==> config.mk <==
export PLATFORM = sky130hd
export DESIGN_NAME = single_precision_float_unit
export DESIGN_NICKNAME = d
export VERILOG_FILES = /design/src/float_unit_pkg.sv /design/src/float_operand_classify.sv /design/src/single_precision_float_unit.sv
export VERILOG_INCLUDE_DIRS = /design/src
export SDC_FILE = /design/constraint.sdc
export NUM_CORES = 2
export LEC_CHECK = 0
export BUFFER_PORTS_ARGS = -buffer_cell sky130_fd_sc_hd__buf_2
export CAP_MARGIN = 40
export CORE_ASPECT_RATIO = 2
export CORE_MARGIN = 2
export CORE_UTILIZATION = 42
export DETAILED_ROUTE_END_ITERATION = 10
export GPL_TIMING_DRIVEN = 0
export MAX_ROUTING_LAYER = met4
export SLEW_MARGIN = 20
export SYNTH_ARGS = -nofsm -noshare
export SYNTH_HDL_FRONTEND = slang
export SYNTH_HIERARCHICAL = 1
export SYNTH_SLANG_ARGS = --single-unit
==> constraint.sdc <==
create_clock -name i_mclk -period 12.45 [get_ports i_mclk]
set_input_delay 2.49 -clock i_mclk [delete_from_list [all_inputs] [get_ports i_mclk]]
set_output_delay 2.49 -clock i_mclk [all_outputs]
set_load 0.03 [all_outputs]
==> src/float_unit_params.svh <==
`ifndef FLOAT_UNIT_PARAMS_SVH
`define FLOAT_UNIT_PARAMS_SVH

// Word layout and special encodings.
`define FPU_SIGN_BIT      31
`define FPU_EXP_ALL_ONES  8'hFF
`define FPU_QNAN          32'hFFC00000
`define FPU_INF_BODY      31'h7F800000
`define FPU_ZERO_BODY     31'h00000000
`define FPU_QUIET_BIT     22

// Exponent arithmetic on an 11-bit signed working exponent.
`define FPU_BIAS          11'sh07F
`define FPU_EXP_MAX       11'sh0FF
`define FPU_EXP_ZERO      11'sh000
`define FPU_EXP_ONE       11'sh001

// Working mantissa: 50 bits, carry at 49, leading one at 48.
`define W_OVF             49
`define W_LEAD            48
`define W_LSB             25
`define W_GUARD           24
`define ALIGN_LIMIT       8'h32

// Divider iterations: 27 quotient bits (24 + guard + 2 spare).
`define DIV_STEPS         5'h1B
`define DIV_LAST          5'h1A

// Status register bit positions.
`define FLAG_UNDERFLOW    0
`define FLAG_OVERFLOW     1
`define FLAG_INVALID      2
`define FLAG_DIVZERO      3
`define FLAG_DENORM       4
`define FLAG_COUNT        5
`define FLAGS_NONE        5'h00

`endif

==> src/float_unit_pkg.sv <==
package float_unit_pkg;

  typedef enum logic [3:0] {
    op_add,
    op_sub,
    op_mul,
    op_div,
    compare_less_than_op,
    compare_equal_op,
    compare_less_equal_op,
    compare_greater_than_op,
    compare_not_equal_op,
    compare_greater_equal_op,
    compare_unordered_op
  } float_op_type;

  typedef enum {
    st_idle,
    st_divide,
    st_normalize,
    st_round
  } fpu_state_type;

endpackage : float_unit_pkg

==> src/float_operand_classify.sv <==
`timescale 1ns/100ps
`include "float_unit_params.svh"

module float_operand_classify (
  input  wire logic [31:0] i_word,
  output logic             o_sign,
  output logic [7:0]       o_exp,
  output logic [23:0]      o_mant,
  output logic             o_zero,
  output logic             o_inf,
  output logic             o_nan,
  output logic             o_snan,
  output logic             o_denorm
);

  logic exp_ones;
  logic exp_zero;
  logic frac_zero;

  always_comb begin
    exp_ones  = (i_word[30:23] == `FPU_EXP_ALL_ONES);
    exp_zero  = (i_word[30:23] == 8'h00);
    frac_zero = (i_word[22:0] == 23'h000000);
    o_sign    = i_word[`FPU_SIGN_BIT];
    o_exp     = i_word[30:23];
    o_mant    = {~exp_zero, i_word[22:0]};
    o_nan     = exp_ones & ~frac_zero;
    o_snan    = o_nan & ~i_word[`FPU_QUIET_BIT];
    o_inf     = exp_ones & frac_zero;
    o_zero    = exp_zero & frac_zero;
    o_denorm  = exp_zero & ~frac_zero;
  end

endmodule : float_operand_classify

==> src/single_precision_float_unit.sv <==
`timescale 1ns/100ps
`include "float_unit_params.svh"

// Overview of operation
// - Words are sign, 8-bit exponent, 23-bit fraction.
// - Exponent 255, nonzero fraction means not-a-number.
// - Exponent 255, zero fraction means signed infinity.
// - Normal value is 2^(e-127) times 1.fraction.
// - Zero exponent and fraction means signed zero.
// - Denormal operand gives quiet NaN, denormal flag.
// - Denormal result flushes to signed zero, underflow.
// - Quiet NaN operand to arithmetic returns the fixed NaN.
// - Overflow always returns signed infinity.
// - Round to nearest, ties to even.
// - Add, subtract, multiply and divide.
// - Seven comparisons including unordered.
// - Operands and results use general registers.
// - Sticky flags stay set until software clears.
// - Enabled exceptions raise a hardware exception.
// - An exception suppresses the destination write.
module single_precision_float_unit (
  input  wire logic                         i_mclk,
  input  wire logic                         i_rstn,
  input  wire logic                         i_valid,
  input  wire float_unit_pkg::float_op_type i_op,
  input  wire logic [31:0]                  i_opa,
  input  wire logic [31:0]                  i_opb,
  input  wire logic                         i_exc_enable,
  input  wire logic [`FLAG_COUNT-1:0]       i_flag_clear,
  output logic                              o_busy,
  output logic                              o_done,
  output logic                              o_wr_en,
  output logic [31:0]                       o_result,
  output logic                              o_exception,
  output logic [`FLAG_COUNT-1:0]            o_float_status_register
);

  logic        a_sign, a_zero, a_inf, a_nan, a_snan, a_den;
  logic        b_sign, b_zero, b_inf, b_nan, b_snan, b_den;
  logic [7:0]  a_exp, b_exp;
  logic [23:0] a_mant, b_mant;

  float_operand_classify u_class_a (
    .i_word   (i_opa),
    .o_sign   (a_sign),
    .o_exp    (a_exp),
    .o_mant   (a_mant),
    .o_zero   (a_zero),
    .o_inf    (a_inf),
    .o_nan    (a_nan),
    .o_snan   (a_snan),
    .o_denorm (a_den)
  );

  float_operand_classify u_class_b (
    .i_word   (i_opb),
    .o_sign   (b_sign),
    .o_exp    (b_exp),
    .o_mant   (b_mant),
    .o_zero   (b_zero),
    .o_inf    (b_inf),
    .o_nan    (b_nan),
    .o_snan   (b_snan),
    .o_denorm (b_den)
  );

  float_unit_pkg::fpu_state_type state_q, state_d;
  logic [49:0]              w_q, w_d;
  logic signed [10:0]       e_q, e_d;
  logic                     s_q, s_d;
  logic [25:0]              rem_q, rem_d;
  logic [24:0]              dvs_q, dvs_d;
  logic [4:0]               cnt_q, cnt_d;
  logic                     busy_q, busy_d;
  logic                     done_q, done_d;
  logic                     wr_q, wr_d;
  logic                     exc_q, exc_d;
  logic [31:0]              res_q, res_d;
  logic [`FLAG_COUNT-1:0]   flags_q, flags_d;

  logic                     fin;
  logic [31:0]              r;
  logic [`FLAG_COUNT-1:0]   ev;
  logic                     trap;
  logic                     sb_eff;
  logic                     unord, eq, lt, cmp_bit;
  logic                     a_big;
  logic [7:0]               diff;
  logic [49:0]              big_w, small_w, aligned;
  logic                     lost;
  logic [47:0]              prod;
  logic                     qbit;
  logic [25:0]              rem_next;
  logic [26:0]              quo;
  logic                     rnd_up;
  logic [24:0]              mr;
  logic signed [10:0]       er;

  // Zeros of either sign compare equal; other values order by sign then magnitude.
  function automatic logic less_than(input logic [31:0] a, input logic [31:0] b,
                                     input logic az, input logic bz);
    if (az && bz) begin
      return 1'b0;
    end
    if (a[`FPU_SIGN_BIT] != b[`FPU_SIGN_BIT]) begin
      return a[`FPU_SIGN_BIT];
    end
    if (a[`FPU_SIGN_BIT]) begin
      return a[30:0] > b[30:0];
    end
    return a[30:0] < b[30:0];
  endfunction : less_than

  always_comb begin
    state_d  = state_q;
    w_d      = w_q;
    e_d      = e_q;
    s_d      = s_q;
    rem_d    = rem_q;
    dvs_d    = dvs_q;
    cnt_d    = cnt_q;
    busy_d   = busy_q;
    done_d   = 1'b0;
    wr_d     = 1'b0;
    exc_d    = 1'b0;
    res_d    = res_q;
    flags_d  = flags_q & ~i_flag_clear;
    fin      = 1'b0;
    r        = res_q;
    ev       = `FLAGS_NONE;
    trap     = 1'b0;
    sb_eff   = b_sign ^ (i_op == float_unit_pkg::op_sub);
    unord    = a_nan | b_nan;
    eq       = ~unord & ((a_zero & b_zero) | (i_opa == i_opb));
    lt       = ~unord & less_than(i_opa, i_opb, a_zero, b_zero);
    a_big    = {a_exp, a_mant} >= {b_exp, b_mant};
    diff     = a_big ? (a_exp - b_exp) : (b_exp - a_exp);
    big_w    = a_big ? {1'b0, a_mant, 25'h0000000} : {1'b0, b_mant, 25'h0000000};
    small_w  = a_big ? {1'b0, b_mant, 25'h0000000} : {1'b0, a_mant, 25'h0000000};
    if (diff >= `ALIGN_LIMIT) begin
      aligned = 50'h0;
      lost    = 1'b1;
    end else begin
      aligned = small_w >> diff;
      lost    = |(small_w & ~({50{1'b1}} << diff));
    end
    aligned  = aligned | {49'h0, lost};
    prod     = a_mant * b_mant;
    qbit     = rem_q >= {1'b0, dvs_q};
    rem_next = qbit ? ((rem_q - {1'b0, dvs_q}) << 1) : (rem_q << 1);
    quo      = {w_q[25:0], qbit};
    rnd_up   = w_q[`W_GUARD] & ((|w_q[`W_GUARD-1:0]) | w_q[`W_LSB]);
    mr       = {1'b0, w_q[`W_LEAD:`W_LSB]} + {24'h000000, rnd_up};
    er       = e_q + (mr[24] ? `FPU_EXP_ONE : `FPU_EXP_ZERO);
    case (i_op)
      float_unit_pkg::compare_less_than_op:     cmp_bit = lt;
      float_unit_pkg::compare_equal_op:         cmp_bit = eq;
      float_unit_pkg::compare_less_equal_op:    cmp_bit = lt | eq;
      float_unit_pkg::compare_greater_than_op:  cmp_bit = ~unord & ~lt & ~eq;
      float_unit_pkg::compare_not_equal_op:     cmp_bit = ~eq;
      float_unit_pkg::compare_greater_equal_op: cmp_bit = ~unord & ~lt;
      default:                                  cmp_bit = unord;
    endcase

    case (state_q)
      float_unit_pkg::st_idle: begin
        if (i_valid) begin
          busy_d = 1'b1;
          if (a_den | b_den) begin
            fin              = 1'b1;
            r                = `FPU_QNAN;
            ev[`FLAG_DENORM] = 1'b1;
          end else if (i_op >= float_unit_pkg::compare_less_than_op) begin
            fin               = 1'b1;
            r                 = {31'h00000000, cmp_bit};
            ev[`FLAG_INVALID] = a_snan | b_snan;
          end else if (a_nan | b_nan) begin
            fin               = 1'b1;
            r                 = `FPU_QNAN;
            ev[`FLAG_INVALID] = a_snan | b_snan;
          end else begin
            case (i_op)
              float_unit_pkg::op_add, float_unit_pkg::op_sub: begin
                if (a_inf & b_inf & (a_sign != sb_eff)) begin
                  fin               = 1'b1;
                  r                 = `FPU_QNAN;
                  ev[`FLAG_INVALID] = 1'b1;
                end else if (a_inf | b_inf) begin
                  fin = 1'b1;
                  r   = {a_inf ? a_sign : sb_eff, `FPU_INF_BODY};
                end else if (a_zero & b_zero) begin
                  fin = 1'b1;
                  r   = {a_sign & sb_eff, `FPU_ZERO_BODY};
                end else begin
                  s_d     = a_big ? a_sign : sb_eff;
                  e_d     = $signed({3'b000, a_big ? a_exp : b_exp});
                  w_d     = (a_sign == sb_eff) ? (big_w + aligned) : (big_w - aligned);
                  state_d = float_unit_pkg::st_normalize;
                end
              end
              float_unit_pkg::op_mul: begin
                s_d = a_sign ^ b_sign;
                if ((a_inf & b_zero) | (a_zero & b_inf)) begin
                  fin               = 1'b1;
                  r                 = `FPU_QNAN;
                  ev[`FLAG_INVALID] = 1'b1;
                end else if (a_inf | b_inf) begin
                  fin = 1'b1;
                  r   = {a_sign ^ b_sign, `FPU_INF_BODY};
                end else if (a_zero | b_zero) begin
                  fin = 1'b1;
                  r   = {a_sign ^ b_sign, `FPU_ZERO_BODY};
                end else begin
                  e_d     = $signed({3'b000, a_exp}) + $signed({3'b000, b_exp}) - `FPU_BIAS;
                  w_d     = {prod, 2'b00};
                  state_d = float_unit_pkg::st_normalize;
                end
              end
              default: begin
                s_d = a_sign ^ b_sign;
                if ((a_zero & b_zero) | (a_inf & b_inf)) begin
                  fin               = 1'b1;
                  r                 = `FPU_QNAN;
                  ev[`FLAG_INVALID] = 1'b1;
                end else if (a_inf | b_zero) begin
                  fin               = 1'b1;
                  r                 = {a_sign ^ b_sign, `FPU_INF_BODY};
                  ev[`FLAG_DIVZERO] = b_zero;
                end else if (a_zero | b_inf) begin
                  fin = 1'b1;
                  r   = {a_sign ^ b_sign, `FPU_ZERO_BODY};
                end else begin
                  e_d     = $signed({3'b000, a_exp}) - $signed({3'b000, b_exp}) + `FPU_BIAS;
                  rem_d   = {2'b00, a_mant};
                  dvs_d   = {1'b0, b_mant};
                  cnt_d   = 5'h00;
                  w_d     = 50'h0;
                  state_d = float_unit_pkg::st_divide;
                end
              end
            endcase
          end
        end
      end
      float_unit_pkg::st_divide: begin
        // One quotient bit per cycle keeps the divider small at the cost of latency.
        rem_d = rem_next;
        cnt_d = cnt_q + 5'h01;
        if (cnt_q == `DIV_LAST) begin
          w_d     = {1'b0, quo, 21'h000000, rem_next != 26'h0};
          state_d = float_unit_pkg::st_normalize;
        end else begin
          w_d = {23'h000000, quo};
        end
      end
      float_unit_pkg::st_normalize: begin
        if (w_q == 50'h0) begin
          fin = 1'b1;
          r   = {1'b0, `FPU_ZERO_BODY};
        end else if (w_q[`W_OVF]) begin
          w_d = {1'b0, w_q[`W_OVF:2], w_q[1] | w_q[0]};
          e_d = e_q + `FPU_EXP_ONE;
        end else if (!w_q[`W_LEAD]) begin
          // Left shifts are exact: deep cancellation only follows a small alignment.
          w_d = w_q << 1;
          e_d = e_q - `FPU_EXP_ONE;
        end else begin
          state_d = float_unit_pkg::st_round;
        end
      end
      float_unit_pkg::st_round: begin
        fin = 1'b1;
        if (er >= `FPU_EXP_MAX) begin
          r                  = {s_q, `FPU_INF_BODY};
          ev[`FLAG_OVERFLOW] = 1'b1;
        end else if (er <= `FPU_EXP_ZERO) begin
          r                   = {s_q, `FPU_ZERO_BODY};
          ev[`FLAG_UNDERFLOW] = 1'b1;
        end else begin
          r = {s_q, er[7:0], mr[24] ? 23'h000000 : mr[22:0]};
        end
      end
      default: begin
        state_d = float_unit_pkg::st_idle;
        busy_d  = 1'b0;
      end
    endcase

    if (fin) begin
      trap    = i_exc_enable & (|ev);
      res_d   = r;
      done_d  = 1'b1;
      exc_d   = trap;
      wr_d    = ~trap;
      busy_d  = 1'b0;
      state_d = float_unit_pkg::st_idle;
      flags_d = flags_d | ev;
    end
  end

  always_ff @(posedge i_mclk) begin
    if (!i_rstn) begin
      state_q <= float_unit_pkg::st_idle;
      w_q     <= 50'h0;
      e_q     <= `FPU_EXP_ZERO;
      s_q     <= 1'b0;
      rem_q   <= 26'h0;
      dvs_q   <= 25'h0;
      cnt_q   <= 5'h00;
      busy_q  <= 1'b0;
      done_q  <= 1'b0;
      wr_q    <= 1'b0;
      exc_q   <= 1'b0;
      res_q   <= 32'h00000000;
      flags_q <= `FLAGS_NONE;
    end else begin
      state_q <= state_d;
      w_q     <= w_d;
      e_q     <= e_d;
      s_q     <= s_d;
      rem_q   <= rem_d;
      dvs_q   <= dvs_d;
      cnt_q   <= cnt_d;
      busy_q  <= busy_d;
      done_q  <= done_d;
      wr_q    <= wr_d;
      exc_q   <= exc_d;
      res_q   <= res_d;
      flags_q <= flags_d;
    end
  end

  assign o_busy                  = busy_q;
  assign o_done                  = done_q;
  assign o_wr_en                 = wr_q;
  assign o_result                = res_q;
  assign o_exception             = exc_q;
  assign o_float_status_register = flags_q;

endmodule : single_precision_float_unit

==> results.md, run 1 <==
* Async set-reset flop share out of synthesis at 0%
* Largest net degree at the start of global routing at 17
* Syn Std Cell Area at 40800 um^2
* Placed Instance Area at 44300 um^2
* Cts-stage hold buffer count at 0
* Yosys top cell by area: fa_1
* Syn_nets at 6179
* Dpl hpwl at 203000 um
* Die Span X at 224 um
* Buffers on Ports at 112
* Synth cell count leaders: 820 x nand2_1, 671 x inv_1, 488 x fa_1
* Row Count at 161
* CTS Buffer Depth at 2
* Post-synthesis register bit count at 160
* Most common cell in the synthesized netlist: nand2_1
* TritonCTS buffer count at 17
* GR Overflow Total at 138
* GRT Util Overall at 54.3%
* Die height at 445 um
* GP Congestion at 1.13
* Area share of the largest cell type after synthesis at 23.9%
* Post-synthesis sequential area ratio at 7.85%
* Synth Instances at 5263
* Top FF cell, synth: dfxtp_1
* H-tree depth at 4
* First-pass GRT wire length at 376000 um
* # IOs at 118
* Worst slack, placed at -2.19 ns
* Sinks on the clock net at 160
* Initial Util at 42.4%
* Yosys Warn Count at 6
* Exit stage: global routing
* Distinct cells, synth at 103
* Post-synth EDFFs at 0
* Synth area leaders: fa_1 24%, ha_1 11%, dfxtp_1 7.8%
* Error: [ERROR GRT-0116] Global routing finished with congestion. Check the congestion regions in the DRC Viewer.
* Vias in the first global route at 47700
* Synth Area per Inst at 7.76 um^2
* CTS root buf: clkbuf_16
* Status: aborted with a tool error
## metal layers
layer	GRT overflow	GRT usage (%)
met4	70	54.6
met2	68	83.6
met1	0	50.7
met5	-	-
met3	0	20.3
## kinds of logic after synthesis
group           count (synthesis)  share of synthesized area, %
fa+ha+maj                     840                          34.7
simple gates                 1795                          20.8
compound gates               1090                          18.3
flops                         160                          7.85
mux                           114                          3.68
buf+inv                      1086                          10.8
xor+xnor                      178                          3.84
## what timing repair did
action	4_1_cts
endpoints found under the hold margin	0
endpoints found under the setup margin	14
gates resized for setup	39
buffers inserted	12
pin swaps	5
## per-stage QoR
stage / std cells / hold WS, ns
2_1_floorplan: 5263 / 0.443
3_3_place_gp: 6597 / 0.453
3_5_place_dp: 6719 / 0.459
4_1_cts: 6753 / 0.471
==> inputs of run 2 (changes only) <==
--- a/config.mk
+++ b/config.mk
@@ -8,12 +8,11 @@
 export LEC_CHECK = 0
 export BUFFER_PORTS_ARGS = -buffer_cell sky130_fd_sc_hd__buf_2
 export CAP_MARGIN = 40
-export CORE_ASPECT_RATIO = 2
 export CORE_MARGIN = 2
-export CORE_UTILIZATION = 42
+export CORE_UTILIZATION = 27
 export DETAILED_ROUTE_END_ITERATION = 10
 export GPL_TIMING_DRIVEN = 0
-export MAX_ROUTING_LAYER = met4
+export PLACE_DENSITY_LB_ADDON = 0.15
 export SLEW_MARGIN = 20
 export SYNTH_ARGS = -nofsm -noshare
 export SYNTH_HDL_FRONTEND = slang
==> run 2 against run 1 <==
  * The flow now finishes without violations
  * Synthesized cell count did not move
  * Area after synthesis is the same
==> results.md, run 2 <==
* H-tree depth at 4
* DR WL met2 at 98300 um
* Min Tclk post-route at 12.26 ns
* Buffers on Ports at 112
* Slowest-stage cell, CP: or4_4
* Vias in the first global route at 40900
* Worst-Skew Late Latency at 0.47 ns
* Crit Path Category: primary input to flip-flop
* CP endpoint: w_q[47]$_SDFFE_PN0P_
* 1st-iter DRT viols at 4154
* Hold Vio Cnt, Final at 0
* Post-route cell area at 45600 um^2
* R2R setup slack at 5.84 ns
* Die Span X at 393 um
* Max Cap Viol at 0
* Routed via count at 41100
* Rel. slew slack at 21.4%
* TritonRoute pass-1 iters at 6
* Reg2reg end: o_result[0]$_SDFFE_PN0P_
* Dpl hpwl at 181000 um
* Yosys top cell by area: fa_1
* Hold Worst Slack at 0.466 ns
* Area share of the largest cell type after synthesis at 23.9%
* Crit path arrival time at 12.60 ns
* Period utilization at 98.5%
* CTS tree: done
* Post-synth EDFFs at 0
* Worst Slack Setup Final at 0.192 ns
* Final net count at 6394
* Final setup fails at 0
* Syn_nets at 6179
* WL per Instance at 29.0 um
* CTS root buf: clkbuf_16
* Setup crit end kind: flip-flop
* GRT Util Overall at 28.1%
* Post-synthesis sequential area ratio at 7.85%
* Area delta synth->final at 11.7%
* Startpoint Class: primary input
* R2R depth at 29
* Drt drc at 0
* First-pass GRT wire length at 310000 um
* # IOs at 118
* M1 WL at 91300 um
* Die ar. at 154000 um^2
* Syn Std Cell Area at 40800 um^2
* Async set-reset flop share out of synthesis at 0%
* Met3 Routed Length at 14200 um
* Hold WC Path Type: flip-flop to flip-flop
* Yosys Warn Count at 6
* Die height at 393 um
* Delay-heaviest family, CP: compound AO/OA/AOI/OAI gates
* Most common cell after layout, fill and taps aside: nand2_1
* Largest stage delay on the critical path at 0.49 ns
* Sinks on the clock net at 160
* RSZ-0062 raised after global routing: false
* Worst reg2reg startpoint: w_q[24]$_SDFFE_PN0P_
* Register with the most flip-flops: w_q
* Most common cell in the synthesized netlist: nand2_1
* CP Buf/Inv Count at 9
* Worst-margin pin slew at 1.18 ns
* Cts-stage hold buffer count at 0
* Distinct cells, synth at 103
* Placed Instance Area at 44700 um^2
* Highest Signal Layer: met5
* Initial Util at 27.2%
* GP Congestion at 1.01
* Clk_skew at 0.0161 ns
* Row Count at 142
* CTS Buffer Depth at 2
* GR Overflow Total at 0
* Crit. Startpoint: i_opb[22]
* Synth area leaders: fa_1 24%, ha_1 11%, dfxtp_1 7.8%
* WL final at 218000 um
* Reg clk slew, reported paths at 0.08 ns
* Largest net degree at the start of global routing at 17
* Synth cell count leaders: 820 x nand2_1, 671 x inv_1, 488 x fa_1
* Slew Limit Fails at 0
* Antenna violation net count after detailed routing at 0
* Worst slack, placed at -1.79 ns
* Post-synthesis register bit count at 160
* Share of cells above drive strength 1 at 9.13%
* Synth Instances at 5263
* Synth Area per Inst at 7.76 um^2
* Fmax at 0.0816 GHz
* Status: completed
* Max reg flops at 50
* Top FF cell, synth: dfxtp_1
* Core region area at 150000 um^2
* Initial antenna violation count at 23
* TritonCTS buffer count at 17
* Stages on worst setup path at 39
* Critical Path Fanout Max at 11
* Highest-count cells in the layout ignoring fill and taps: 819 x nand2_1, 668 x inv_1, 488 x fa_1, 351 x ha_1, 264 x nor2_1
* Worst EP required at 12.80 ns
* Via density per instance at 5.46
-- run 2: cell counts after synthesis --
Identical to the previous run, type by type.
-- run 2: per-stage QoR --
stage	cells	setup TNS [ns]	utilization [%]
2_1_floorplan	5263	0	-
3_3_place_gp	7391	-42.94	29.3
3_5_place_dp	7455	-19.83	29.8
4_1_cts	7490	0	30.2
5_1_grt	7506	0	30.4
6_report	7515	0	30.4
-- run 2: final cells by class --
type | count | area (um^2)
fill | 16500 | 104000
clock inverter | 13 | 131
inverter | 674 | 2540
timing repair buffer | 202 | 1530
clock buffer | 18 | 429
sequential | 160 | 3200
tap | 2016 | 2520
multi-input combinational | 4017 | 33300
antenna | 9 | 22.5
buffer | 406 | 1920
-- run 2: cell families (layout without fill, tap and decap cells) --
family                     Yosys count  after routing  share of synthesized area (%)
xor gates and xnor gates           178            178                           3.84
buffers and inverters             1086           1313                           10.8
muxes                              114            114                           3.68
other                                0              9                              0
and+or+nand+nor                   1795           1795                           20.8
adders and majority gates          840            840                           34.7
AOI/OAI and AO/OA                 1090           1090                           18.3
DFF                                160            160                           7.85
-- run 2: repair_timing --
action,in CTS,in global routing
buffers inserted,7,9
pin swaps,3,4
cloned,0,0
resized for setup,10,27
setup endpoints to repair,16,10
-- run 2: worst reg2reg max path: cells and delay by family, from the launching register on --
kind,cells,cell delay (ns)
buffers and inverters,3,1.20
AOI/OAI and AO/OA,4,0.67
and+or+nand+nor,17,3.22
DFF,1,0.31
muxes,1,0.13
adders and majority gates,3,0.72
xor gates and xnor gates,1,0.30
-- run 2: routing by layer --
layer	global-route usage (%)	vias up
li1	-	18100
met1	36.4	20700
met2	45.1	1753
met3	4.09	475
met4	14.5	14
met5	0	-
-- run 2: worst min-delay path by stage --
stage,start,to,cells past startpoint
final,dvs_q[12]$_SDFFE_PN0P_,dvs_q[12]$_SDFFE_PN0P_,2
after global routing,dvs_q[2]$_SDFFE_PN0P_,dvs_q[2]$_SDFFE_PN0P_,2
after CTS,dvs_q[12]$_SDFFE_PN0P_,dvs_q[12]$_SDFFE_PN0P_,2
after detailed placement,dvs_q[12]$_SDFFE_PN0P_,dvs_q[12]$_SDFFE_PN0P_,2
after global placement,o_busy$_SDFFE_PP0P_,o_busy$_SDFFE_PP0P_,2
after floorplan,dvs_q[10]$_SDFFE_PN0P_,dvs_q[10]$_SDFFE_PN0P_,2
Power of run 2 is not shown: default switching activity piles up to over one toggle a cycle in this logic, so the estimate is an artifact.
